==> src/iodc_pkg.sv <==
/*
 * Shared constants and types of the I/O device controller transfer block.
 * Assumes a single synchronous clock domain with all inputs on that clock.
 */
package iodc_pkg;
    localparam int WORD_W = 16;
    localparam int ADDR_W = 16;
    localparam int CNT_W = 12;
    localparam int CHAR_W = 8;
    // Control word bits of the direct control command.
    localparam int CTL_RDIE_BIT = 0;
    localparam int CTL_WRIE_BIT = 1;
    // Status word bits returned by the direct test command.
    localparam int STS_WRIE = 0;
    localparam int STS_RDIE = 1;
    localparam int STS_TXBUSY = 2;
    localparam int STS_RXFULL = 3;
    localparam int STS_IRQ = 4;

    typedef enum logic [1:0] {
        CH_READ = 2'h0,
        CH_WRITE = 2'h1,
        CH_IRQ = 2'h2,
        CH_END = 2'h3
    } iodc_chop_t;

    typedef enum logic [1:0] {
        DIR_READ = 2'h0,
        DIR_WRITE = 2'h1,
        DIR_TEST = 2'h2,
        DIR_CONTROL = 2'h3
    } iodc_dirop_t;

    typedef enum logic [5:0] {
        ST_IDLE = 6'h01,
        ST_FETCH = 6'h02,
        ST_RXWAIT = 6'h04,
        ST_MEMWR = 6'h08,
        ST_MEMRD = 6'h10,
        ST_TXWAIT = 6'h20
    } iodc_state_t;

    typedef struct packed {
        iodc_chop_t op;
        logic [CNT_W-1:0] count;
        logic [ADDR_W-1:0] addr;
    } iodc_chcmd_t;

    typedef struct packed {
        logic valid;
        iodc_dirop_t op;
        logic [WORD_W-1:0] data;
    } iodc_dircmd_t;

    typedef struct packed {
        iodc_state_t fsm;
        logic [ADDR_W-1:0] progPtr;
        logic chanReq;
        logic [ADDR_W-1:0] bufAddr;
        logic [CNT_W-1:0] count;
        logic memReq;
        logic memWrite;
        logic [WORD_W-1:0] memWData;
        logic [CHAR_W-1:0] rxChar;
        logic rxFull;
        logic rdIe;
        logic wrIe;
        logic readEn;
        logic txValid;
        logic [CHAR_W-1:0] txData;
        logic txBusy;
        logic irq;
        logic dirAck;
        logic [WORD_W-1:0] dirRData;
    } iodc_regs_t;

    localparam iodc_regs_t REGS_RST = '{fsm: ST_IDLE, default: '0};
endpackage

==> src/iodc_controller.sv <==
/*
 * Device controller: channel-driven block transfer and direct character
 * transfer with a single external interrupt request.
 * Assumes the channel, memory, processor and peripheral all run on core_clk.
 */
// Function
// - Start command loads program pointer entry.
// - Read/write command moves block of given length.
// - Program requests interrupt after block, then ends.
// - Interrupt command raises external interrupt.
// - Control command sets read interrupt enable.
// - Write enable interrupts for first character.
// - Read enable starts peripheral read, captures character.
// - Captured character interrupts the processor.
// - Direct read returns character, starts next read.
// - Direct write hands one character over.
// - Written character goes on to peripheral.
// - Finished write raises interrupt for next.
// - Direct transfers never use the channel.
// - Each direct command moves exactly one word.
`timescale 1ns/100ps
module iodc_controller import iodc_pkg::*; (
    // Clock and reset
    input wire logic core_clk,
    input wire logic arst_n,
    // Start program command
    input wire logic startProgCmd,
    input wire logic [ADDR_W-1:0] startProgAddr,
    output logic [ADDR_W-1:0] drtPtr,
    // Channel command port
    input wire logic chanCmdValid,
    input wire iodc_chcmd_t chanCmd,
    output logic chanCmdDemand,
    // Memory buffer port
    output logic memReq,
    output logic memWrite,
    output logic [ADDR_W-1:0] memAddr,
    output logic [WORD_W-1:0] memWData,
    input wire logic memAck,
    input wire logic [WORD_W-1:0] memRData,
    // Direct command port
    input wire iodc_dircmd_t dirCmd,
    output logic dirAck,
    output logic [WORD_W-1:0] dirRData,
    // Peripheral port
    output logic periphReadEn,
    input wire logic periphRxValid,
    input wire logic [CHAR_W-1:0] periphRxData,
    output logic periphTxValid,
    output logic [CHAR_W-1:0] periphTxData,
    input wire logic periphTxDone,
    // Interrupt
    output logic extIrq
);
    iodc_regs_t q;
    iodc_regs_t d;
    logic dirWr;
    logic [WORD_W-1:0] sts;

    assign dirWr = dirCmd.valid && (dirCmd.op == DIR_WRITE);

    always_comb begin
        sts = '0;
        sts[STS_WRIE] = q.wrIe;
        sts[STS_RDIE] = q.rdIe;
        sts[STS_TXBUSY] = q.txBusy;
        sts[STS_RXFULL] = q.rxFull;
        sts[STS_IRQ] = q.irq;
        d = q;
        d.dirAck = 1'b0;
        d.readEn = 1'b0;
        d.txValid = 1'b0;
        // Direct commands go straight to the controller, not the channel.
        if (dirCmd.valid) begin
            d.dirAck = 1'b1;
            unique case (dirCmd.op)
                DIR_READ: begin
                    d.dirRData = WORD_W'(q.rxChar);
                    d.rxFull = 1'b0;
                    d.irq = 1'b0;
                    d.readEn = 1'b1;
                end
                DIR_WRITE: begin
                    d.txData = dirCmd.data[CHAR_W-1:0];
                    d.txValid = 1'b1;
                    d.txBusy = 1'b1;
                    d.irq = 1'b0;
                end
                DIR_TEST: begin
                    d.dirRData = sts;
                end
                DIR_CONTROL: begin
                    d.rdIe = dirCmd.data[CTL_RDIE_BIT];
                    d.wrIe = dirCmd.data[CTL_WRIE_BIT];
                    d.irq = 1'b0;
                    if (dirCmd.data[CTL_RDIE_BIT]) begin
                        d.readEn = 1'b1;
                    end
                    if (dirCmd.data[CTL_WRIE_BIT] && !q.txBusy) begin
                        d.irq = 1'b1;
                    end
                end
            endcase
        end
        // Peripheral events come after the clears so that a set wins.
        if (periphRxValid && q.fsm != ST_RXWAIT) begin
            d.rxChar = periphRxData;
            d.rxFull = 1'b1;
            if (q.rdIe) begin
                d.irq = 1'b1;
            end
        end
        if (periphTxDone && q.txBusy) begin
            if (!dirWr) begin
                d.txBusy = 1'b0;
            end
            if (q.wrIe) begin
                d.irq = 1'b1;
            end
        end
        unique case (q.fsm)
            ST_IDLE: begin
                if (startProgCmd) begin
                    d.progPtr = startProgAddr;
                    d.fsm = ST_FETCH;
                end
            end
            ST_FETCH: begin
                if (chanCmdValid) begin
                    d.bufAddr = chanCmd.addr;
                    d.count = chanCmd.count;
                    unique case (chanCmd.op)
                        CH_READ: begin
                            if (chanCmd.count != '0) begin
                                d.fsm = ST_RXWAIT;
                                d.readEn = 1'b1;
                            end
                        end
                        CH_WRITE: begin
                            if (chanCmd.count != '0) begin
                                d.fsm = ST_MEMRD;
                                d.memReq = 1'b1;
                                d.memWrite = 1'b0;
                            end
                        end
                        CH_IRQ: begin
                            d.irq = 1'b1;
                        end
                        CH_END: begin
                            d.fsm = ST_IDLE;
                        end
                    endcase
                end
            end
            ST_RXWAIT: begin
                if (periphRxValid) begin
                    d.memWData = WORD_W'(periphRxData);
                    d.memReq = 1'b1;
                    d.memWrite = 1'b1;
                    d.fsm = ST_MEMWR;
                end
            end
            ST_MEMWR: begin
                if (memAck) begin
                    d.memReq = 1'b0;
                    d.bufAddr = q.bufAddr + ADDR_W'(1);
                    d.count = q.count - CNT_W'(1);
                    if (q.count == CNT_W'(1)) begin
                        d.fsm = ST_FETCH;
                    end else begin
                        d.fsm = ST_RXWAIT;
                        d.readEn = 1'b1;
                    end
                end
            end
            ST_MEMRD: begin
                if (memAck) begin
                    d.memReq = 1'b0;
                    d.txData = memRData[CHAR_W-1:0];
                    d.txValid = 1'b1;
                    d.fsm = ST_TXWAIT;
                end
            end
            ST_TXWAIT: begin
                if (periphTxDone) begin
                    d.bufAddr = q.bufAddr + ADDR_W'(1);
                    d.count = q.count - CNT_W'(1);
                    if (q.count == CNT_W'(1)) begin
                        d.fsm = ST_FETCH;
                    end else begin
                        d.fsm = ST_MEMRD;
                        d.memReq = 1'b1;
                    end
                end
            end
        endcase
        d.chanReq = (d.fsm == ST_FETCH);
    end

    always_ff @(posedge core_clk or negedge arst_n) begin
        if (!arst_n) begin
            q <= REGS_RST;
        end else begin
            q <= d;
        end
    end

    assign drtPtr = q.progPtr;
    assign chanCmdDemand = q.chanReq;
    assign memReq = q.memReq;
    assign memWrite = q.memWrite;
    assign memAddr = q.bufAddr;
    assign memWData = q.memWData;
    assign dirAck = q.dirAck;
    assign dirRData = q.dirRData;
    assign periphReadEn = q.readEn;
    assign periphTxValid = q.txValid;
    assign periphTxData = q.txData;
    assign extIrq = q.irq;
endmodule // iodc_controller

==> config.mk <==
export PLATFORM = sky130hd
export DESIGN_NAME = iodc_controller
export DESIGN_NICKNAME = d
export VERILOG_FILES = /design/src/iodc_pkg.sv /design/src/iodc_controller.sv
export SDC_FILE = /design/constraint.sdc
export NUM_CORES = 1
export LEC_CHECK = 0
export BUFFER_PORTS_ARGS = -buffer_cell sky130_fd_sc_hd__buf_2
export CAP_MARGIN = 20
export CORE_MARGIN = 1
export CORE_UTILIZATION = 55
export CTS_BUF_LIST = sky130_fd_sc_hd__clkbuf_16
export CTS_CLUSTER_SIZE = 16
export DETAILED_ROUTE_END_ITERATION = 8
export PLACE_DENSITY_LB_ADDON = 0.3
export SLEW_MARGIN = 20
export SYNTH_ARGS = -nofsm -noshare
export SYNTH_HDL_FRONTEND = slang
export SYNTH_SLANG_ARGS = --single-unit
==> constraint.sdc <==
create_clock -name core_clk -period 6.2 [get_ports core_clk]
set_input_delay 1.24 -clock core_clk [delete_from_list [all_inputs] [get_ports core_clk]]
set_output_delay 1.24 -clock core_clk [all_outputs]
set_load 0.01 [all_outputs]
==> Word level (Yosys, flattened, before mapping) <==
Cells that the tools add are included.
W data, S select, Z words.
{ "totals": {"register_bits": 101, "latchBits": 0, "mem_bits_rw": 0, "rom_bits": 0, "out_inout_bits": 79, "memories": 0} }
{ "classes": {"addsub": 2, "n_mul": 0, "n_div": 0, "order_cmp": 0, "n_eq_ne": 23, "n_shift": 0, "muxes": 49, "n_bitwise": 0, "reduce_logical": 23} }
{ "op_table": {"columns": ["op", "n"], "rows": [
  ["$pmux W28 S3", 1],
  ["$mux W29", 2],
  ["$mux W6", 7],
  ["$pmux W6 S6", 1],
  ["$mux W32", 1],
  ["$pmux W16 S2", 1],
  ["$mux W30", 1],
  ["$mux W22", 1],
  ["$mux W1", 18],
  ["$mux W18", 1],
  ["$mux W9", 2],
  ["$pmux W6 S3", 1],
  ["$add A16 B1 Y16 const B", 1],
  ["$ne A2 B2 Y1 const B", 7],
  ["$eq A12 B1 Y1 const B", 1],
  ["$eq A6 B2 Y1 const B", 2],
  ["$reduce_bool A12 Y1", 1],
  ["$sub A12 B1 Y12 const B", 1],
  ["$mux W10", 1],
  ["$reduce_and A2 Y1", 5],
  ["$reduce_and A9 Y1", 1],
  ["$eq A2 B2 Y1 const B", 4],
  ["$mux W2", 4],
  ["$pmux W1 S2", 4],
  ["other kinds (20)", 28]
]} }

==> Depth between registers and ports, before layout <==
Gate-level depths: netlist (run 1).
{ "logic_depth": {"word_depth": 12, "ltp_mapped": 8} }

==> Worst setup path after synthesis (run 1) <==
OpenSTA, ideal clock, no wires.
{ "synth_timing": {"path_type": "input to register", "start": "in chanCmd[16] in the netlist's numbering", "end": "reg q, in the netlist chanCmdDemand", "arrival_ps": 2270, "required_ps": 6099, "slack_ps": 3830, "path_stages": 6, "n_path_buf": 0, "cell_sequence": "nor4_1 a31oi_1 and3_1 a21oi_1 o211ai_1 nor4_1"} }
{ "synth_rtl": {"columns": ["element", "line", "source"], "rows": [
  ["start, declared", "iodc_controller.sv:32", "input wire iodc_chcmd_t chanCmd,"],
  ["end signal, assigned", "iodc_controller.sv:202", "q <= REGS_RST;"],
  ["end signal, assigned", "iodc_controller.sv:204", "q <= d;"],
  ["end, declared", "iodc_controller.sv:55", "iodc_regs_t q;"]
]} }

==> Final worst setup path (run 1) <==
{ "layout_timing": {"start": "reg q[104] in the netlist's numbering", "end": "reg q, in the netlist memAddr[0]"} }
{ "layout_via": {"elab_chain_len": 3, "word_cells_on_any_way": 9, "classes_between": "eq/ne (6); mux (1); reduce/logical (2)"} }
{ "layout_lines": {"columns": ["element", "line", "source"], "rows": [
  ["$eq A6 B6 Y1 (tied with other cells)", "iodc_controller.sv:121", "unique case (q.fsm)"],
  ["$ne A2 B2 Y1 (no line) or $reduce_bool A3 Y1 (tied branches)", null, null],
  ["$reduce_and A4 Y1 (no line)", null, null]
]} }
Several ways; a longest one is shown, not always the timed one.
A chain may end at the register's enable or synchronous reset.

==> results of run 1 <==
metal layers:
metal	part of all wire (%)	wire length, um	track usage (%)
met1	46	5070	30.8
met2	48	5350	38.7
met3	5.1	572	3.69
met4	1.3	140	7.47
met5	0	0	0
where the power goes:
group	switching, mW	total, mW	internal [mW]
clock	0.222	0.528	0.306
sequential	0.222	1.09	0.866
combinational	0.673	1.22	0.546
total	1.12	2.83	1.72
worst paths after layout:
path / start / slack, ns / end / cells after the start
min in group asynchronous: arst_n / 0.91 / drtPtr[8] / 1
hold reg to reg: q[31] / 0.48 / q[31] / 2
setup / recovery: q[104] / 3.25 / memAddr[0] / 6
hold / removal: q[31] / 0.48 / q[31] / 2
max in group asynchronous: arst_n / 4.27 / q[62] / 2
setup reg to reg: q[104] / 3.25 / memAddr[0] / 6
worst reg2reg max path, stage by stage, from the launching register on:
cell     delay (ns)
dfrtp_1        0.52
or4_1          0.73
nor4b_2        0.51
a211o_1        0.74
nor3_1         0.10
a21oi_1        0.13
o21ai_1        0.08
metrics by stage:
step	cell area [um2]	setup slack [ns]
after global placement	5570	3.13
after CTS	5850	3.24
final	5860	3.25
after floorplan	5330	3.83
after global routing	5860	2.98
after detailed placement	5570	3.09
flip-flops by register name, summed over array words and instances, names as in the netlist:
register and flops:
q 30, memWData 8, memReq 1, extIrq 1
dirRData 8, periphTxData 8, dirAck 1, periphTxValid 1
drtPtr 16, chanCmdDemand 1, memAddr 16, memWrite 1
periphReadEn 1
cell usage in the layout (no fill, tap or decap), types with 3 or more instances in the layout:
master / count
o21ai_0: 24
and3_1: 5
o2bb2ai_1: 3
dfrtp_1: 92
nor4_1: 11
nor2_1: 33
nand2b_1: 3
buf_4: 4
nand3_1: 18
clkinv_1: 4
nand2_1: 50
nor3b_1: 5
o22ai_1: 18
o21ai_1: 11
mux2i_1: 8
nand3b_1: 5
a31oi_1: 4
inv_1: 13
a21oi_1: 56
mux2_2: 33
conb_1: 16
nor3_1: 11
buf_2: 141
ha_1: 7
clkbuf_16: 9
or4_4: 3
logic make-up after synthesis:
kind of cell / Yosys count / share of synthesized area, %
AND/OR/NAND/NOR: 164 / 16.6
AO/OA/AOI/OAI: 135 / 15.1
buffers and inverters: 111 / 13.4
flip-flops: 93 / 44.2
multiplexers: 41 / 8.57
adder cells (fa/ha/maj): 7 / 1.66
XOR/XNOR: 3 / 0.499
other: 1 / 0.0712
area by class of cell:
cell class,instances,area (um2)
clock buffers,9,225
clock inverters,7,57.6
fillers,803,3380
inverters,13,48.8
multi-input cells,366,2300
flip-flops and latches,93,2330
well taps,129,161
repair buffers,145,736
==> flow_summary.yaml, run 1 <==
outcome:
  status: "completed"
timing:
  timing.final.max_slew_violations: 0
  clock.fmax_mhz: 339
  slew-limit-headroom_pct: 41.3
  setup_viol: 0
  tightest_slew_ns: 0.877
  worst_clock_skew_ns: 0.00707
  rsz0062_at_grt: "no"
  tns_ns: 0
  finalCritPeriodShare_pct: 47.6
  holdWs_ns: 0.485
  hold_viol_final: 0
  min_period_ns: 2.95
worst_setup_path:
  timing_worst_setup_path_type: "reg -> reg"
  cp_cell_sequence: "or4_1 -> nor4b_2 -> a211o_1 -> nor3_1 -> a21oi_1 -> o21ai_1"
  worstPathMaxFanout: 29
  critPathSlowestCell: "a211o_1"
  critical_path_arrival_ns: 3.14
  critPathBufInv: 0
  worst-endpoint-required_ns: 6.38
  slowest_delay_ns: 0.74
  crit_family: "simple AND/OR/NAND/NOR gates"
  cp-start-kind: "flop"
  endpoint_kind: "flop"
synth:
  ys_seq_elements: 93
  avgSynthCellArea_um2: 9.50
  netlist_instances: 555
  netlist_top_cells_count: "92 x dfrtp_1, 72 x buf_4, 56 x a21oi_1"
  synth.most_common_cell: "dfrtp_1"
  yosys-top-cells-area: "dfrtp_1 44%, buf_4 10%, mux2_2 7.1%"
  synthFlopType: "dfrtp_1"
  synth_edf_count: 0
  synth_top_area_share_pct: 43.7
  synth_cell_type_count: 61
  ys_seq_area_share_pct: 44.2
  syn-cell-area_um2: 5270
  yosys.area.top_type: "dfrtp_1"
  yosysWarningCount: 0
  async_flop_share_pct: 100
detailed_routing:
  viasPerCell: 5.55
  vias: 4226
  detail_route.wl_per_cell_um: 14.6
  drt_iter0_drc: 175
  drc: 0
  drtAntennaViolNets: 0
  drt-total-wl_um: 11100
  firstDrtPassIters: 4
global_routing:
  grtUsageTotal_pct: 23.1
  grt_pass1_vias: 3976
  overflow: 0
  grt_max_degree: 49
  grt_pass1_wl_um: 18500
  antenna_found_initial: 0
floorplan:
  ios: 175
  num_rows: 35
  dieArea_um2: 9980
  die_h_um: 99.9
  initial_utilization_pct: 57.0
  die_x_um: 99.9
  core_um2: 9240
clock_network:
  clkTransAtPathRegs_ns: 0.06
  tritoncts: "built"
  clkLatencyLatePin_ns: 0.33
  root_buffer: "clkbuf_16"
  clockBufferDepth: 2
  cts.hold.buffers_added: 0
  htreeDepth: 3
  clkSinkCount: 93
  numCtsBuffers: 9
  post_cts_buffers: 0
  post_cts_resized: 0
layout:
  synthToLayoutAreaGrowth_pct: 11.1
  fin_cells: 762
  fin_nets: 731
  utilization_pct: 63.4
  final_layout_size_suffix_gt1_share_pct: 32.5
  diodes: 0
pwr:
  p_per_area_nw_per_um2: 484
  p_leak_nw: 2.78
  fin_total_pwr_mw: 2.83
  max-vdd-ir-drop_mv: 0.231
placement:
  dp.final_hpwl_um: 8010
  dp.cells: 746
  gp_routability_congestion: 0.852
  io_buffers: 142
run:
  cap_violations: 0
min_path:
  min-delay-path-class: "reg -> reg"
Power figures use the tool's default switching activity.
==> inputs of run 2 (changes only) <==
--- a/config.mk
+++ b/config.mk
@@ -8,7 +8,7 @@
 export BUFFER_PORTS_ARGS = -buffer_cell sky130_fd_sc_hd__buf_2
 export CAP_MARGIN = 20
 export CORE_MARGIN = 1
-export CORE_UTILIZATION = 55
+export CORE_UTILIZATION = 51
 export CTS_BUF_LIST = sky130_fd_sc_hd__clkbuf_16
 export CTS_CLUSTER_SIZE = 16
 export DETAILED_ROUTE_END_ITERATION = 8
==> constraint.sdc (replaced) <==
create_clock -name core_clk -period 3 [get_ports core_clk]
set_input_delay 0.6 -clock core_clk [delete_from_list [all_inputs] [get_ports core_clk]]
set_output_delay 0.6 -clock core_clk [all_outputs]
set_load 0.01 [all_outputs]
==> flow_summary.yaml, run 2 (same netlist as run 1, synthesis figures left out) <==
worst_setup_path:
  cp-start-kind: "flop"
  rr_worst_depth: 6
  crit_family: "simple AND/OR/NAND/NOR gates"
  endpoint_kind: "flop"
  slowest_delay_ns: 0.72
  timing_worst_setup_path_type: "reg -> reg"
  critPathSlowestCell: "or4_1"
  critPathBufInv: 0
  cp_cell_sequence: "or4_1 -> nor3b_2 -> a2111oi_1 -> or4_4 -> o32ai_2 -> nor4_1"
  critical_path_arrival_ns: 2.81
  worst-endpoint-required_ns: 3.20
  path_depth: 6
  worstPathMaxFanout: 11
timing:
  setup_viol: 0
  setup_ws_ns: 0.395
  tightest_slew_ns: 0.767
  clock.fmax_mhz: 384
  rsz0062_at_grt: "no"
  worst_clock_skew_ns: 0.00533
  timing.final.max_slew_violations: 0
  holdWs_ns: 0.227
  slew-limit-headroom_pct: 48.8
  finalCritPeriodShare_pct: 86.8
  min_period_ns: 2.61
  hold_viol_final: 0
  tns_ns: 0
floorplan:
  num_rows: 36
  die_h_um: 104
  core_um2: 9910
  initial_utilization_pct: 53.2
  ios: 175
  die_x_um: 104
  dieArea_um2: 10700
detailed_routing:
  vias: 4272
  drt_iter0_drc: 230
  firstDrtPassIters: 5
  drc: 0
  drtAntennaViolNets: 0
  viasPerCell: 5.54
  detail_route.wl_per_cell_um: 15.0
  drt-total-wl_um: 11600
layout:
  final_layout_size_suffix_gt1_share_pct: 32.6
  diodes: 0
  multi_input_area_um2: 2300
  fillCellCount: 875
  final-seq-area_um2: 2330
  largest_reg_flops: 30
  largest_register: "q"
  layout_commonest_cell: "buf_2"
  final_cell_mix: "141 x buf_2, 92 x dfrtp_1, 56 x a21oi_1, 50 x nand2_1"
  fin_nets: 736
  synthToLayoutAreaGrowth_pct: 12.0
outcome:
  status: "completed"
clock_network:
  post_cts_buffers: 0
  clkLatencyLatePin_ns: 0.34
  clkSinkCount: 93
  htreeDepth: 3
  tritoncts: "built"
  clkTransAtPathRegs_ns: 0.06
  post_cts_resized: 0
  root_buffer: "clkbuf_16"
  clockBufferDepth: 2
  cts.hold.buffers_added: 0
  numCtsBuffers: 9
global_routing:
  overflow: 0
  grtUsageTotal_pct: 21.8
  grt_max_degree: 57
  grt_pass1_vias: 3965
  grt_pass1_wl_um: 19100
  antenna_found_initial: 0
pwr:
  p_per_area_nw_per_um2: 1000
  p_leak_nw: 2.82
  fin_total_pwr_mw: 5.93
  max-vdd-ir-drop_mv: 0.408
min_path:
  min-delay-path-class: "in -> async"
placement:
  dp_slack_ns: 0.430
  io_buffers: 142
  gp_routability_congestion: 0.887
  dp.final_hpwl_um: 8150
run:
  cap_violations: 0
==> run 2: cell types whose count changed in the layout (fill, tap and decap cells not counted) <==
cell	delta
clkinvlp_4	-1
and2_2	-1
and2_1	+1
buf_4	+4
clkinv_1	-2
clkinv_2	-1
inv_1	+4
buf_12	+1
==> run 2: report_power, final <==
group	leakage [nW]	switching, mW	internal, mW
logic	1.54	1.47	1.16
registers	1.12	0.442	1.79
clock network	0.153	0.444	0.628
total	2.82	2.35	3.58
==> run 2: worst paths after layout <==
path	slack, ns	start	end
hold / removal	0.23	arst_n	periphTxData[2]
setup / recovery	0.39	q[104]	chanCmdDemand
max in group asynchronous	2.12	arst_n	q[67]
setup reg to reg	0.39	q[104]	chanCmdDemand
hold reg to reg	0.50	drtPtr[13]	drtPtr[13]
min in group core_clk	0.49	chanCmd[0]	memAddr[0]
==> run 2: final cells by class <==
type | count | area share, %
inverter | 13 | 0.826
timing repair buffer | 150 | 13.3
multi-input combinational | 366 | 38.9
sequential | 93 | 39.4
clock inverter | 7 | 0.890
clock buffer | 9 | 3.81
tap | 133 | 2.82
==> run 2: metrics by stage <==
stage | utilization, % | instance area [um2] | instances
CTS | 59.6 | 5900 | 771
finish | 59.6 | 5900 | 771
global route | 59.6 | 5900 | 771
global placement | 56.8 | 5630 | 755
detailed placement | 56.8 | 5630 | 755
floorplan | - | 5330 | 570
==> run 2: routing by layer <==
layer,global-route usage (%),routed length [um]
met4,10.1,265
met2,35.4,5540
met5,0,0
met1,29.3,5100
met3,2.77,645
==> inputs of run 3 (changes only) <==
--- a/config.mk
+++ b/config.mk
@@ -5,6 +5,7 @@
 export SDC_FILE = /design/constraint.sdc
 export NUM_CORES = 1
 export LEC_CHECK = 0
+export ABC_CLOCK_PERIOD_IN_PS = 3000
 export BUFFER_PORTS_ARGS = -buffer_cell sky130_fd_sc_hd__buf_2
 export CAP_MARGIN = 20
 export CORE_MARGIN = 1
@@ -12,6 +13,7 @@
 export CTS_BUF_LIST = sky130_fd_sc_hd__clkbuf_16
 export CTS_CLUSTER_SIZE = 16
 export DETAILED_ROUTE_END_ITERATION = 8
+export MAX_ROUTING_LAYER = met4
 export PLACE_DENSITY_LB_ADDON = 0.3
 export SLEW_MARGIN = 20
 export SYNTH_ARGS = -nofsm -noshare
==> flow_summary.yaml, run 3 (same netlist as run 1, synthesis figures left out) <==
timing:
  tns_ns: 0
  setup_viol: 0
  hold_viol_final: 0
  worst_clock_skew_ns: 0.00661
  clock.fmax_mhz: 384
  timing.final.max_slew_violations: 0
  finalCritPeriodShare_pct: 86.9
  min_period_ns: 2.61
  slew-limit-headroom_pct: 48.7
  tightest_slew_ns: 0.767
  rsz0062_at_grt: "no"
clock_network:
  numCtsBuffers: 9
  clkTransAtPathRegs_ns: 0.06
  root_buffer: "clkbuf_16"
  clkSinkCount: 93
  tritoncts: "built"
  clockBufferDepth: 2
  post_cts_buffers: 0
  htreeDepth: 3
  cts.hold.buffers_added: 0
  post_cts_resized: 0
  clkLatencyLatePin_ns: 0.34
worst_setup_path:
  reg2reg_slack_ns: 0.39
  slowest_delay_ns: 0.72
  cp_cell_sequence: "or4_1 -> nor4b_2 -> a211o_1 -> buf_4 -> nor3_1 -> a21oi_1 -> o21ai_1"
  rr_worst_depth: 7
  crit_family: "simple AND/OR/NAND/NOR gates"
  cp-startpoint: "q[104]"
  reg2reg_from: "q[104]"
  endpoint_kind: "flop"
  worstPathMaxFanout: 29
  critical_path_arrival_ns: 2.82
  critPathSlowestCell: "or4_1"
  cp-start-kind: "flop"
  r2r_end: "memAddr[0]"
  critPathBufInv: 1
  timing_worst_setup_path_type: "reg -> reg"
  worst-endpoint-required_ns: 3.21
layout:
  layout_commonest_cell: "buf_2"
  largest_reg_flops: 30
  design_area_um2: 5900
  final_cell_mix: "141 x buf_2, 92 x dfrtp_1, 56 x a21oi_1, 50 x nand2_1"
  diodes: 0
  final_layout_size_suffix_gt1_share_pct: 32.6
  synthToLayoutAreaGrowth_pct: 12.0
  fin_cells: 771
  largest_register: "q"
  fin_nets: 736
global_routing:
  grt_max_degree: 57
  antenna_found_initial: 0
  overflow: 0
  grtUsageTotal_pct: 22.5
  grt_pass1_vias: 3964
  grt_pass1_wl_um: 19100
pwr:
  clkPwrFrac_pct: 18.1
  p_int_mw: 3.58
  p_per_area_nw_per_um2: 1000
  netSwitchingPower_mw: 2.35
  swShare_pct: 39.6
  p_leak_nw: 2.82
  max-vdd-ir-drop_mv: 0.408
  fin_total_pwr_mw: 5.93
  p_comb_share_pct: 44.3
  power.share.sequential_pct: 37.6
detailed_routing:
  firstDrtPassIters: 5
  drtAntennaViolNets: 0
  drc: 0
  viasPerCell: 5.55
  detail_route.wl_per_cell_um: 15.0
  drt-total-wl_um: 11600
  drt_iter0_drc: 227
  vias: 4281
placement:
  dp.cells: 755
  placed_area_um2: 5630
  dp.final_hpwl_um: 8150
  gp_routability_congestion: 0.902
  io_buffers: 142
floorplan:
  die_h_um: 104
  dieArea_um2: 10700
  core_um2: 9910
  die_x_um: 104
  initial_utilization_pct: 53.2
  num_rows: 36
  ios: 175
min_path:
  min-delay-path-class: "in -> async"
outcome:
  status: "completed"
run:
  cap_violations: 0
-- run 3: cell counts in the layout (fill, tap and decap cells not counted) --
No cell type changed its count.
-- run 3: through the flow --
| step | hold slack, ns | utilization (%) | setup slack, ns |
|---|---|---|---|
| floorplan | 0.304 | - | 0.801 |
| global placement | 0.464 | 56.8 | 0.511 |
| detailed placement | 0.478 | 56.8 | 0.430 |
| CTS | 0.248 | 59.6 | 0.413 |
| global route | 0.271 | 59.6 | 0.228 |
| finish | 0.226 | 59.6 | 0.393 |
-- run 3: worst max path at each step --
stage	to	cells after the start
2_1_floorplan	chanCmdDemand	7
3_3_place_gp	memAddr[0]	7
3_5_place_dp	chanCmdDemand	6
4_1_cts	memAddr[0]	7
5_1_grt	memAddr[0]	7
6_report	memAddr[0]	7
-- run 3: area by class of cell --
type | instances | area (um2)
inverters | 13 | 48.8
clock inverters | 7 | 52.6
well taps | 133 | 166
multi-input cells | 366 | 2300
clock buffers | 9 | 225
fillers | 875 | 4010
flip-flops and latches | 93 | 2330
repair buffers | 150 | 786
-- run 3: per-layer routing --
metal / vias to the layer above / global-route usage (%) / share of wire [%]
met3: 22 / 2.77 / 5.4
li1: 2057 / - / -
met4: 0 / 10.1 / 2.3
met5: - / - / 0
met2: 157 / 35.4 / 48
met1: 2045 / 29.2 / 44
-- run 3: power by group through the flow --
stage	registers (mW)	clock network [mW]	logic, mW
2_1_floorplan	2.12	0	2.36
3_3_place_gp	2.21	0	2.52
3_5_place_dp	2.25	0	2.61
4_1_cts	2.23	1.10	2.63
5_1_grt	2.31	1.14	2.88
6_report	2.23	1.07	2.63
